<file path="src/core/inquiry_pkg.sv">
// Constants and types shared by the feature presence inquiry bank.
package inquiry_pkg;

    // Bus geometry
    localparam int ADDR_W = 12;
    localparam int DATA_W = 32;
    localparam int SEL_W = 3;

    // Register byte offsets
    localparam logic [ADDR_W-1:0] OFS_FEATURE_HIGH = 12'h404;
    localparam logic [ADDR_W-1:0] OFS_FEATURE_LOW = 12'h408;
    localparam logic [ADDR_W-1:0] OFS_OPTIONAL = 12'h40c;
    localparam logic [ADDR_W-1:0] OFS_ADV_POINTER = 12'h480;
    localparam logic [ADDR_W-1:0] OFS_PARALLEL_POINTER = 12'h484;
    localparam logic [ADDR_W-1:0] OFS_STROBE_POINTER = 12'h48c;
    localparam logic [ADDR_W-1:0] OFS_REFRESH_CTRL = 12'h4a0;
    localparam logic [ADDR_W-1:0] OFS_REFRESH_STATUS = 12'h4a4;

    // High feature word bit positions
    localparam int BIT_BRIGHTNESS = 0;
    localparam int BIT_SHUTTER = 7;
    localparam int BIT_GAIN = 8;
    localparam int BIT_TRIGGER = 12;
    // Optional function word bit positions
    localparam int BIT_PARALLEL_IO = 1;
    localparam int BIT_SERIAL_IO = 2;
    localparam int BIT_STROBE = 3;

    // Refresh control and status fields
    localparam int BIT_FORCE_REFRESH = 0;
    localparam int BIT_FREEZE = 1;
    localparam int STAT_FORMAT_LSB = 0;
    localparam int STAT_MODE_LSB = 4;
    localparam int STAT_COUNT_LSB = 8;
    localparam int COUNT_W = 8;

    // Documented presence values
    localparam logic [DATA_W-1:0] HIGH_VALUE = 32'h0000_1181;
    localparam logic [DATA_W-1:0] LOW_VALUE = 32'h0000_0000;
    localparam logic [DATA_W-1:0] OPTIONAL_VALUE = 32'h0000_000a;
    localparam logic [DATA_W-1:0] ZERO_WORD = 32'h0000_0000;

    typedef struct packed {
        logic [DATA_W-1:0] high;
        logic [DATA_W-1:0] low;
        logic [DATA_W-1:0] optional;
    } presence_words_type;

    typedef struct packed {
        logic [SEL_W-1:0] format;
        logic [SEL_W-1:0] mode;
    } video_select_type;

endpackage

</file>
<file path="src/core/feature_presence_inquiry_regs.sv">
// Feature presence inquiry bank behind an APB slave; read-only apart from the refresh control register.
// Operation
// - Presence bit one means available, zero not
// - Recompute presence on format or mode change
// - High word: brightness, shutter, gain, trigger present
// - Low word: zoom to capture controls absent
// - Optional word: parallel, strobe present; serial absent
// - 0x480 returns advanced space quadlet offset
// - 0x484 returns parallel I/O space offset
// - 0x48C returns strobe output space offset
`timescale 1ns/1ps
`default_nettype none
module feature_presence_inquiry_regs #(
    parameter logic [31:0] ADV_SPACE_QUADLET = 32'h0000_1000,
    parameter logic [31:0] PARALLEL_SPACE_QUADLET = 32'h0000_2000,
    parameter logic [31:0] STROBE_SPACE_QUADLET = 32'h0000_3000,
    parameter logic [7:0] FORMAT_ENABLE = 8'hff
) (
    input wire logic CLK,
    input wire logic SYS_RST,
    input wire logic PSEL,
    input wire logic PENABLE,
    input wire logic PWRITE,
    input wire logic [inquiry_pkg::ADDR_W-1:0] PADDR,
    input wire logic [inquiry_pkg::DATA_W-1:0] PWDATA,
    output logic [inquiry_pkg::DATA_W-1:0] PRDATA,
    output logic PREADY,
    output logic PSLVERR,
    input wire logic [inquiry_pkg::SEL_W-1:0] VIDEO_FORMAT,
    input wire logic [inquiry_pkg::SEL_W-1:0] VIDEO_MODE,
    output logic REFRESH_BUSY
);
    import inquiry_pkg::*;

    typedef enum logic [1:0] {
        ST_IDLE = 2'b01,
        ST_LOAD = 2'b10
    } refresh_state_type;

    refresh_state_type state;
    video_select_type sel;
    video_select_type held_sel;
    presence_words_type fresh;
    presence_words_type shown;
    logic sel_changed;
    logic force_refresh;
    logic freeze;
    logic [COUNT_W-1:0] refresh_count;
    logic access;
    logic complete;
    logic mapped;
    logic [DATA_W-1:0] next_rdata;

    // Selection comes from camera logic on this clock, so no synchroniser
    assign sel = {VIDEO_FORMAT, VIDEO_MODE};

    // Word lookup used by the read path only
    function automatic logic [DATA_W-1:0] read_word(
        input logic [ADDR_W-1:0] addr,
        input presence_words_type words,
        input logic frz,
        input video_select_type hs,
        input logic [COUNT_W-1:0] cnt
    );
        logic [DATA_W-1:0] w;
        w = ZERO_WORD;
        case (addr)
            OFS_FEATURE_HIGH: w = words.high;
            OFS_FEATURE_LOW: w = words.low;
            OFS_OPTIONAL: w = words.optional;
            OFS_ADV_POINTER: w = ADV_SPACE_QUADLET;
            OFS_PARALLEL_POINTER: w = PARALLEL_SPACE_QUADLET;
            OFS_STROBE_POINTER: w = STROBE_SPACE_QUADLET;
            OFS_REFRESH_CTRL: w[BIT_FREEZE] = frz;
            OFS_REFRESH_STATUS: begin
                w[STAT_FORMAT_LSB +: SEL_W] = hs.format;
                w[STAT_MODE_LSB +: SEL_W] = hs.mode;
                w[STAT_COUNT_LSB +: COUNT_W] = cnt;
            end
            default: w = ZERO_WORD;
        endcase
        return w;
    endfunction

    function automatic logic is_mapped(input logic [ADDR_W-1:0] addr);
        case (addr)
            OFS_FEATURE_HIGH, OFS_FEATURE_LOW, OFS_OPTIONAL,
            OFS_ADV_POINTER, OFS_PARALLEL_POINTER, OFS_STROBE_POINTER,
            OFS_REFRESH_CTRL, OFS_REFRESH_STATUS: return 1'b1;
            default: return 1'b0;
        endcase
    endfunction

    presence_calc #(
        .FORMAT_ENABLE(FORMAT_ENABLE)
    ) u_calc (
        .sel(sel),
        .words(fresh)
    );

    select_watch u_watch (
        .clk(CLK),
        .rst(SYS_RST),
        .sel(sel),
        .changed(sel_changed)
    );

    // Bus decode; the answer comes one cycle into the access phase
    assign access = PSEL && PENABLE && !PREADY;
    assign complete = PSEL && PENABLE && PREADY;
    assign mapped = is_mapped(PADDR);
    assign next_rdata = read_word(PADDR, shown, freeze, held_sel, refresh_count);

    // Refresh sequencer; reads wait while words are being reloaded
    always_ff @(posedge CLK) begin
        if (SYS_RST) begin
            state <= ST_LOAD;
        end else begin
            case (state)
                ST_IDLE: begin
                    if ((sel_changed && !freeze) || force_refresh) begin
                        state <= ST_LOAD;
                    end
                end
                ST_LOAD: state <= ST_IDLE;
                default: state <= ST_IDLE;
            endcase
        end
    end

    // Presence words shown to the host, taken from the lookup on reload
    always_ff @(posedge CLK) begin
        if (SYS_RST) begin
            shown <= '0;
            held_sel <= '0;
        end else if (state == ST_LOAD) begin
            shown <= fresh;
            held_sel <= sel;
        end
    end

    // Reload counter, wraps; lets software see that a reload happened
    always_ff @(posedge CLK) begin
        if (SYS_RST) begin
            refresh_count <= '0;
        end else if (state == ST_LOAD) begin
            refresh_count <= refresh_count + 1'b1;
        end
    end

    // Control writes land on the completing edge only
    always_ff @(posedge CLK) begin
        if (SYS_RST) begin
            freeze <= 1'b0;
            force_refresh <= 1'b0;
        end else if (complete && PWRITE && PADDR == OFS_REFRESH_CTRL) begin
            freeze <= PWDATA[BIT_FREEZE];
            force_refresh <= PWDATA[BIT_FORCE_REFRESH];
        end else if (state == ST_IDLE) begin
            force_refresh <= 1'b0; // Self-clearing once the reload starts
        end
    end

    // APB answer; inquiry words accept writes but never change
    always_ff @(posedge CLK) begin
        if (SYS_RST) begin
            PREADY <= 1'b0;
            PRDATA <= '0;
            PSLVERR <= 1'b0;
        end else if (access && state == ST_IDLE) begin
            PREADY <= 1'b1;
            PSLVERR <= !mapped;
            PRDATA <= PWRITE ? ZERO_WORD : next_rdata;
        end else begin
            PREADY <= 1'b0;
            PSLVERR <= 1'b0;
        end
    end

    // Busy flag mirrors the reload for the rest of the camera
    always_ff @(posedge CLK) begin
        if (SYS_RST) begin
            REFRESH_BUSY <= 1'b1;
        end else begin
            REFRESH_BUSY <= (state == ST_IDLE) &&
                ((sel_changed && !freeze) || force_refresh);
        end
    end
endmodule
`default_nettype wire

</file>
<file path="src/core/presence_calc.sv">
// Presence words worked out from the selected video format and mode.
`timescale 1ns/1ps
`default_nettype none
module presence_calc #(
    parameter logic [7:0] FORMAT_ENABLE = 8'hff
) (
    input wire inquiry_pkg::video_select_type sel,
    output inquiry_pkg::presence_words_type words
);
    import inquiry_pkg::*;

    // A format not built into the camera offers no features at all
    always_comb begin
        if (FORMAT_ENABLE[sel.format]) begin
            words.high = HIGH_VALUE;
            words.low = LOW_VALUE;
            words.optional = OPTIONAL_VALUE;
        end else begin
            words.high = ZERO_WORD;
            words.low = ZERO_WORD;
            words.optional = ZERO_WORD;
        end
    end
endmodule
`default_nettype wire

</file>
<file path="src/core/select_watch.sv">
// Flags a change of the video selection against its last seen value.
`timescale 1ns/1ps
`default_nettype none
module select_watch (
    input wire logic clk,
    input wire logic rst,
    input wire inquiry_pkg::video_select_type sel,
    output logic changed
);
    import inquiry_pkg::*;

    video_select_type seen;

    // Last selection; reset value flags one change after reset, which falls in the reset load
    always_ff @(posedge clk) begin
        if (rst) begin
            seen <= '1;
        end else begin
            seen <= sel;
        end
    end

    assign changed = (seen != sel);
endmodule
`default_nettype wire

</file>
<file path="config.mk">
export PLATFORM = sky130hd
export DESIGN_NAME = feature_presence_inquiry_regs
export DESIGN_NICKNAME = d
export VERILOG_FILES = /design/src/core/inquiry_pkg.sv /design/src/core/feature_presence_inquiry_regs.sv /design/src/core/presence_calc.sv /design/src/core/select_watch.sv
export SDC_FILE = /design/constraint.sdc
export NUM_CORES = 1
export LEC_CHECK = 0
export BUFFER_PORTS_ARGS = -buffer_cell sky130_fd_sc_hd__buf_2
export CAP_MARGIN = 20
export CORE_MARGIN = 5
export CORE_UTILIZATION = 41
export CTS_CLUSTER_DIAMETER = 100
export CTS_CLUSTER_SIZE = 25
export DETAILED_ROUTE_END_ITERATION = 10
export PLACE_DENSITY_LB_ADDON = 0.3
export SKIP_LAST_GASP = 1
export SLEW_MARGIN = 30
export SYNTH_ARGS = -nofsm -noshare
export SYNTH_HDL_FRONTEND = slang
export SYNTH_SLANG_ARGS = --single-unit
</file>
<file path="constraint.sdc">
create_clock -name CLK -period 2.6 [get_ports CLK]
set_input_delay 0.78 -clock CLK [delete_from_list [all_inputs] [get_ports CLK]]
set_output_delay 0.78 -clock CLK [all_outputs]
set_load 0.005 [all_outputs]
</file>
## After elaboration in Yosys (flattened, before gate mapping)

Memory sizes are Yosys's and may differ from the RTL's.
Index checks and enable logic that the tools add are counted.

- Bits of input ports: 55
- Memories kept: 1
- Register bits: 155
- ROM bits: 8

Memory list:

| name | words | bits a word | read ports | clocked after Yosys merged registers in | write ports | RTL line | text |
|---|---|---|---|---|---|---|---|
| (no name shown) | 8 | 1 | 1 | 0 | 0 | presence_calc.sv:14 | `if (FORMAT_ENABLE[sel.format]) begin` |

- Order comparisons: 1
- Add/subtract/negate cells: 1
- Reduce and logical (&&, ||, !) cells: 15
- Muxes and demuxes: 17
- Bitwise logic cells: 1
- Eq/ne operators: 12

Operators with widths:

| cell | number |
|---|---|
| 12-bit by 11-bit == test with 1-bit output, second input constant | 8 |
| 77-bit two-way mux | 1 |
| 8-bit case mux with 7 select lines | 1 |
| 16-bit case mux with 3 select lines | 1 |
| 32-bit two-way mux | 1 |
| 3-bit case mux with 4 select lines | 1 |
| 8-bit by 1-bit adder with 8-bit output, second input constant | 1 |
| 1-bit logical AND | 8 |
| 1-bit case mux with 4 select lines | 2 |
| 8-bit OR reduction | 1 |
| 6-bit != test | 1 |
| 1-bit case mux with 3 select lines | 2 |
| 1-bit two-way mux | 5 |
| 1-bit case mux with 5 select lines | 1 |
| 3-bit by 4-bit less-than comparator with 1-bit output, second input constant | 1 |
| 2-bit two-way mux | 2 |
| 1-bit zero test | 3 |
| 2-bit by 1-bit == test with 1-bit output, second input constant | 1 |
| 2-bit == test, second input constant | 1 |
| 2-bit != test, second input constant | 1 |
| 2-bit nonzero test | 1 |
| 2-bit OR reduction | 1 |
| 1-bit logical OR | 1 |
| 1-bit NOT | 1 |

## Depth between registers and ports, before layout

- Depth after elaboration: 5
- Mapped depth: 6
- Depth with buffers taken out: 4

## By module

From an unflattened synthesis, not the netlist that was laid out.

- Cells, all modules: 888
- Area, all modules: 6956.7 µm²

Modules (own cells, without submodules):

| module | times used | seq. area each (µm²) | area an instance (µm²) | cells each |
|---|---|---|---|---|
| feature_presence_inquiry_regs | 1 | 2982.9 | 6007.0 | 770 |
| presence_calc | 1 | 0.0 | 728.2 | 98 |
| select_watch | 1 | 120.1 | 221.5 | 20 |

## Worst setup path after synthesis

No wires, ideal clock.

- Kind: input -> register
- Start: input port PADDR[6] (netlist name)
- End: register PRDATA[8] (netlist name)
- Stages: 4
- Arrival: 2.425 ns
- Path buffers: 0
- Data required time: 2.538 ns
- Setup slack: 0.113 ns
- Cell sequence: or4_4 > or4_4 > or4_4 > nand3_1

- Word-level cells in the longest chain between the ends: 3
- Elaborated cells on any way between the ends: 9

RTL lines:

| what | RTL line | text |
|---|---|---|
| from (decl) | feature_presence_inquiry_regs.sv:24 | `input wire logic [inquiry_pkg::ADDR_W-1:0] PADDR,` |
| 12-bit by 11-bit == test with 1-bit output | feature_presence_inquiry_regs.sv:67 | `case (addr)` |
| 8-bit case mux with 7 select lines * | feature_presence_inquiry_regs.sv:67 |  |
| 32-bit two-way mux * | feature_presence_inquiry_regs.sv:173 | `PRDATA <= PWRITE ? ZERO_WORD : next_rdata;` |
| to (signal assigned) | feature_presence_inquiry_regs.sv:173 |  |
| to (decl) | feature_presence_inquiry_regs.sv:26 | `output logic [inquiry_pkg::DATA_W-1:0] PRDATA,` |

Mark *: on every way between the ends. The rest lies on a longest branch, timed or not.
A chain may end at the register's enable or synchronous reset.

## Worst setup path in the final report

Same ends and word-level chain as after synthesis.

==> impl_metrics.py <==
metrics = {
    "timing": {
        "tightest_slew_ns": 0.5143,
        "finClkSkew_ns": 0.007660,
        "relSlewSlack_pct": 65.25,
        "grt_setup_unrepaired": "no",
        "setup_viol": 0,
        "final_hold_viol_count": 0,
        "slew_violations": 0,
        "fin_crit_sh_pct": 89.16,
        "period_needed_ns": 2.318,
        "max_freq_mhz": 431.4,
    },
    "placed_design": {
        "io_buffers": 43,
        "place.gp.congestion": 0.8477,
        "place_area_um2": 2131,
        "hpwl_mm": 2.991,
    },
    "drt": {
        "avgRoutedWirePerCell_um": 12.75,
        "ant_nets": 0,
        "drt_iter0_markers": 68,
        "wl_mm": 3.927,
        "firstDrtPassIters": 4,
        "drc_errors": 0,
        "num_vias": 1557,
        "vias_per_cell": 5.055,
    },
    "global_routing": {
        "grt.overflow.total": 0,
        "antenna_found_initial": 0,
        "grt_pass1_vias": 1413,
        "track_usage_pct": 12.93,
        "grt_max_degree": 19,
        "grt_pass1_wl_mm": 6.341,
    },
    "critical_path": {
        "ff2ff_path_depth": 4,
        "r2r-start": "state[1]$_SDFFE_PP1P_",
        "start_kind": "input pin",
        "startpoint": "PADDR[6]",
        "cp.required_ns": 2.84,
        "end_kind": "flip-flop",
        "crit_type": "input pin to flip-flop",
        "worstPathMaxFanout": 3,
        "worstPathArrival_ns": 2.56,
        "ff2ff_setup_slack_ns": 0.61,
        "rr_endpoint": "PRDATA[8]$_SDFFE_PP0P_",
    },
    "die": {
        "rows": 24,
        "dieWidth_um": 78.24,
        "core_um2": 4444,
        "initial_core_util_pct": 42.96,
        "dieArea_um2": 6122,
        "ios": 90,
        "die_y_um": 78.24,
    },
    "hold_path": {
        "hp-class": "flip-flop to flip-flop",
        "min_delay_path_depth": 2,
        "worstHoldEndpoint": "PRDATA[8]$_SDFFE_PP0P_",
        "worstHoldStart": "PRDATA[8]$_SDFFE_PP0P_",
    },
    "cts": {
        "clk_pin_slew_ns": 0.08,
        "cts_tree": "done",
        "numCtsBuffers": 5,
        "cts.path.max_buffers": 2,
        "cts_setup_buffers": 0,
        "cts.sink_count": 44,
        "cts_htree_levels": 2,
        "cts_hold_buffers": 0,
        "cts-root-buf": "clkbuf_8",
        "cts_resized": 0,
        "clk_latency_ns": 0.29,
    },
    "power": {
        "p_sw_share_pct": 21.10,
        "combinationalPowerShare_pct": 7.9,
        "p_int_mw": 1.119,
        "vdd_drop_max_v": 0.0003330,
        "switching_power_mw": 0.2993,
        "p_total_mw": 1.418,
        "p_seq_share_pct": 49.8,
        "leakagePower_nw": 0.9678,
        "pwr-share-clk_pct": 42.3,
        "powerDensity_nw_per_um2": 627.7,
    },
    "synth": {
        "yosys_warnings": 0,
        "netlist_top_cells_area": "dfxtp_1 46%, buf_4 6.7%, a22o_1 5.0%",
        "syn_inst": 210,
        "yosysTopAreaCellShare_pct": 46.13,
        "syn_area_um2": 1909,
        "synth-seq-cells": 44,
        "post_synth.cell_area_avg_um2": 9.092,
        "synth_edf_count": 0,
        "synth_area_leader_cell": "dfxtp_1",
        "synth_seq_area_share_pct": 46.13,
        "synthDistinctLibCells": 42,
        "ys.flop_type": "dfxtp_1",
        "async_flop_share_pct": 0,
    },
    "cells_and_area": {
        "antennaDiodeCount": 0,
        "drive_gt1_share_pct": 26.17,
        "design_area_um2": 2260,
        "fin_nets": 312,
        "area_growth_pct": 18.35,
    },
    "flow_run": {
        "cap_violations": 0,
    },
    "outcome": {
        "outcome": "complete, no violations",
    },
}
-- registers in the layout, indices dropped and copies added (netlist names) --
signal / cells
PRDATA: 16
refresh_count: 8
held_sel: 6
u_watch.seen: 6
state: 2
PREADY: 1
PSLVERR: 1
REFRESH_BUSY: 1
force_refresh: 1
freeze: 1
shown: 1
-- logic make-up (layout without fill, tap and decap cells) --
logic type / Yosys count / count (layout) / share of synthesized area, %
AOI/OAI and AO/OA: 38 / 38 / 13.89
xor gates and xnor gates: 12 / 12 / 5.505
adders and majority gates: 1 / 1 / 0.6552
buffers and inverters: 27 / 58 / 8.781
DFF: 44 / 44 / 46.13
muxes: 1 / 1 / 0.5243
other: 1 / 16 / 0.1964
and+or+nand+nor: 86 / 86 / 24.31
-- placed cells by master, fill, tap and decap left out, types with 3 or more instances in the layout --
cell / instances
o21ai_0: 3
nand3_1: 7
nor3_1: 3
buf_2: 43
a22o_1: 11
xnor2_1: 5
buf_4: 6
or4_4: 3
nor2_1: 17
dfxtp_1: 44
a21oi_1: 14
conb_1: 16
or2_2: 7
clkbuf_8: 5
or3_1: 3
xor2_1: 7
nand2b_1: 3
nand4_1: 6
nand2_1: 23
-- how the worst max path moves through the flow --
stage / to / slack, ns
4_1_cts: PRDATA[8]$_SDFFE_PP0P_ / 0.29
3_5_place_dp: PRDATA[8]$_SDFFE_PP0P_ / -0.02
5_1_grt: PRDATA[8]$_SDFFE_PP0P_ / 0.24
3_3_place_gp: PRDATA[8]$_SDFFE_PP0P_ / -0.02
6_report: PRDATA[8]$_SDFFE_PP0P_ / 0.28
2_1_floorplan: PRDATA[8]$_SDFFE_PP0P_ / 0.11
-- per-stage QoR --
step / utilization, % / hold WS (ns) / setup TNS (ns) / cells / setup slack [ns]
6_report: 50.84 / 0.4509 / 0 / 308 / 0.2818
5_1_grt: 50.84 / 0.4775 / 0 / 308 / 0.2445
4_1_cts: 50.84 / 0.4586 / 0 / 308 / 0.2913
3_5_place_dp: 47.94 / 0.4407 / -0.03712 / 301 / -0.02376
3_3_place_gp: 47.94 / 0.4316 / -0.01798 / 301 / -0.01678
2_1_floorplan: - / 0.4360 / 0 / 225 / 0.1130
-- Yosys cell counts (all sizes together), types with 2 or more instances --
master,count
a21oi,14
a221o,2
a22o,11
and3,2
buf,19
clkbuf,6
dfxtp,44
inv,2
nand2,23
nand2b,3
nand3,7
nand4,6
nor2,17
nor2b,2
nor3,3
nor4,2
o21ai,3
or2,7
or3,3
or4,4
or4b,2
xnor2,5
xor2,7
-- routing by layer --
metal / wire [um] / vias to the layer above / track usage, %
met5: 0 / - / 0
met4: 110 / 0 / 6.818
met3: 181 / 10 / 2.746
met2: 1832 / 38 / 21.06
met1: 1803 / 709 / 16.06
li1: - / 800 / -
-- power groups by stage --
| stage | Sequential, mW | Clock (mW) | Combinational [mW] |
|---|---|---|---|
| 6_report | 0.706 | 0.600 | 0.112 |
| 3_3_place_gp | 0.722 | 0 | 0.111 |
| 4_1_cts | 0.706 | 0.616 | 0.113 |
| 3_5_place_dp | 0.723 | 0 | 0.113 |
| 2_1_floorplan | 0.719 | 0 | 0.0891 |
| 5_1_grt | 0.709 | 0.645 | 0.126 |
-- worst max-delay path, cell delays in order --
cell	delay, ns
buf_2	0.09
or4_4	0.53
or4_4	0.57
or4_4	0.50
nand3_1	0.09
-- layout make-up --
class / count / area (um2)
Clock inverter: 2 / 60.06
Clock buffer: 5 / 68.82
Tap cell: 52 / 65.06
Fill cell: 446 / 2185
Timing Repair Buffer: 49 / 260.3
Inverter: 2 / 7.507
Sequential cell: 44 / 880.8
Multi-Input combinational cell: 154 / 917.1
Note: power is estimated with default switching activity, not from simulation.
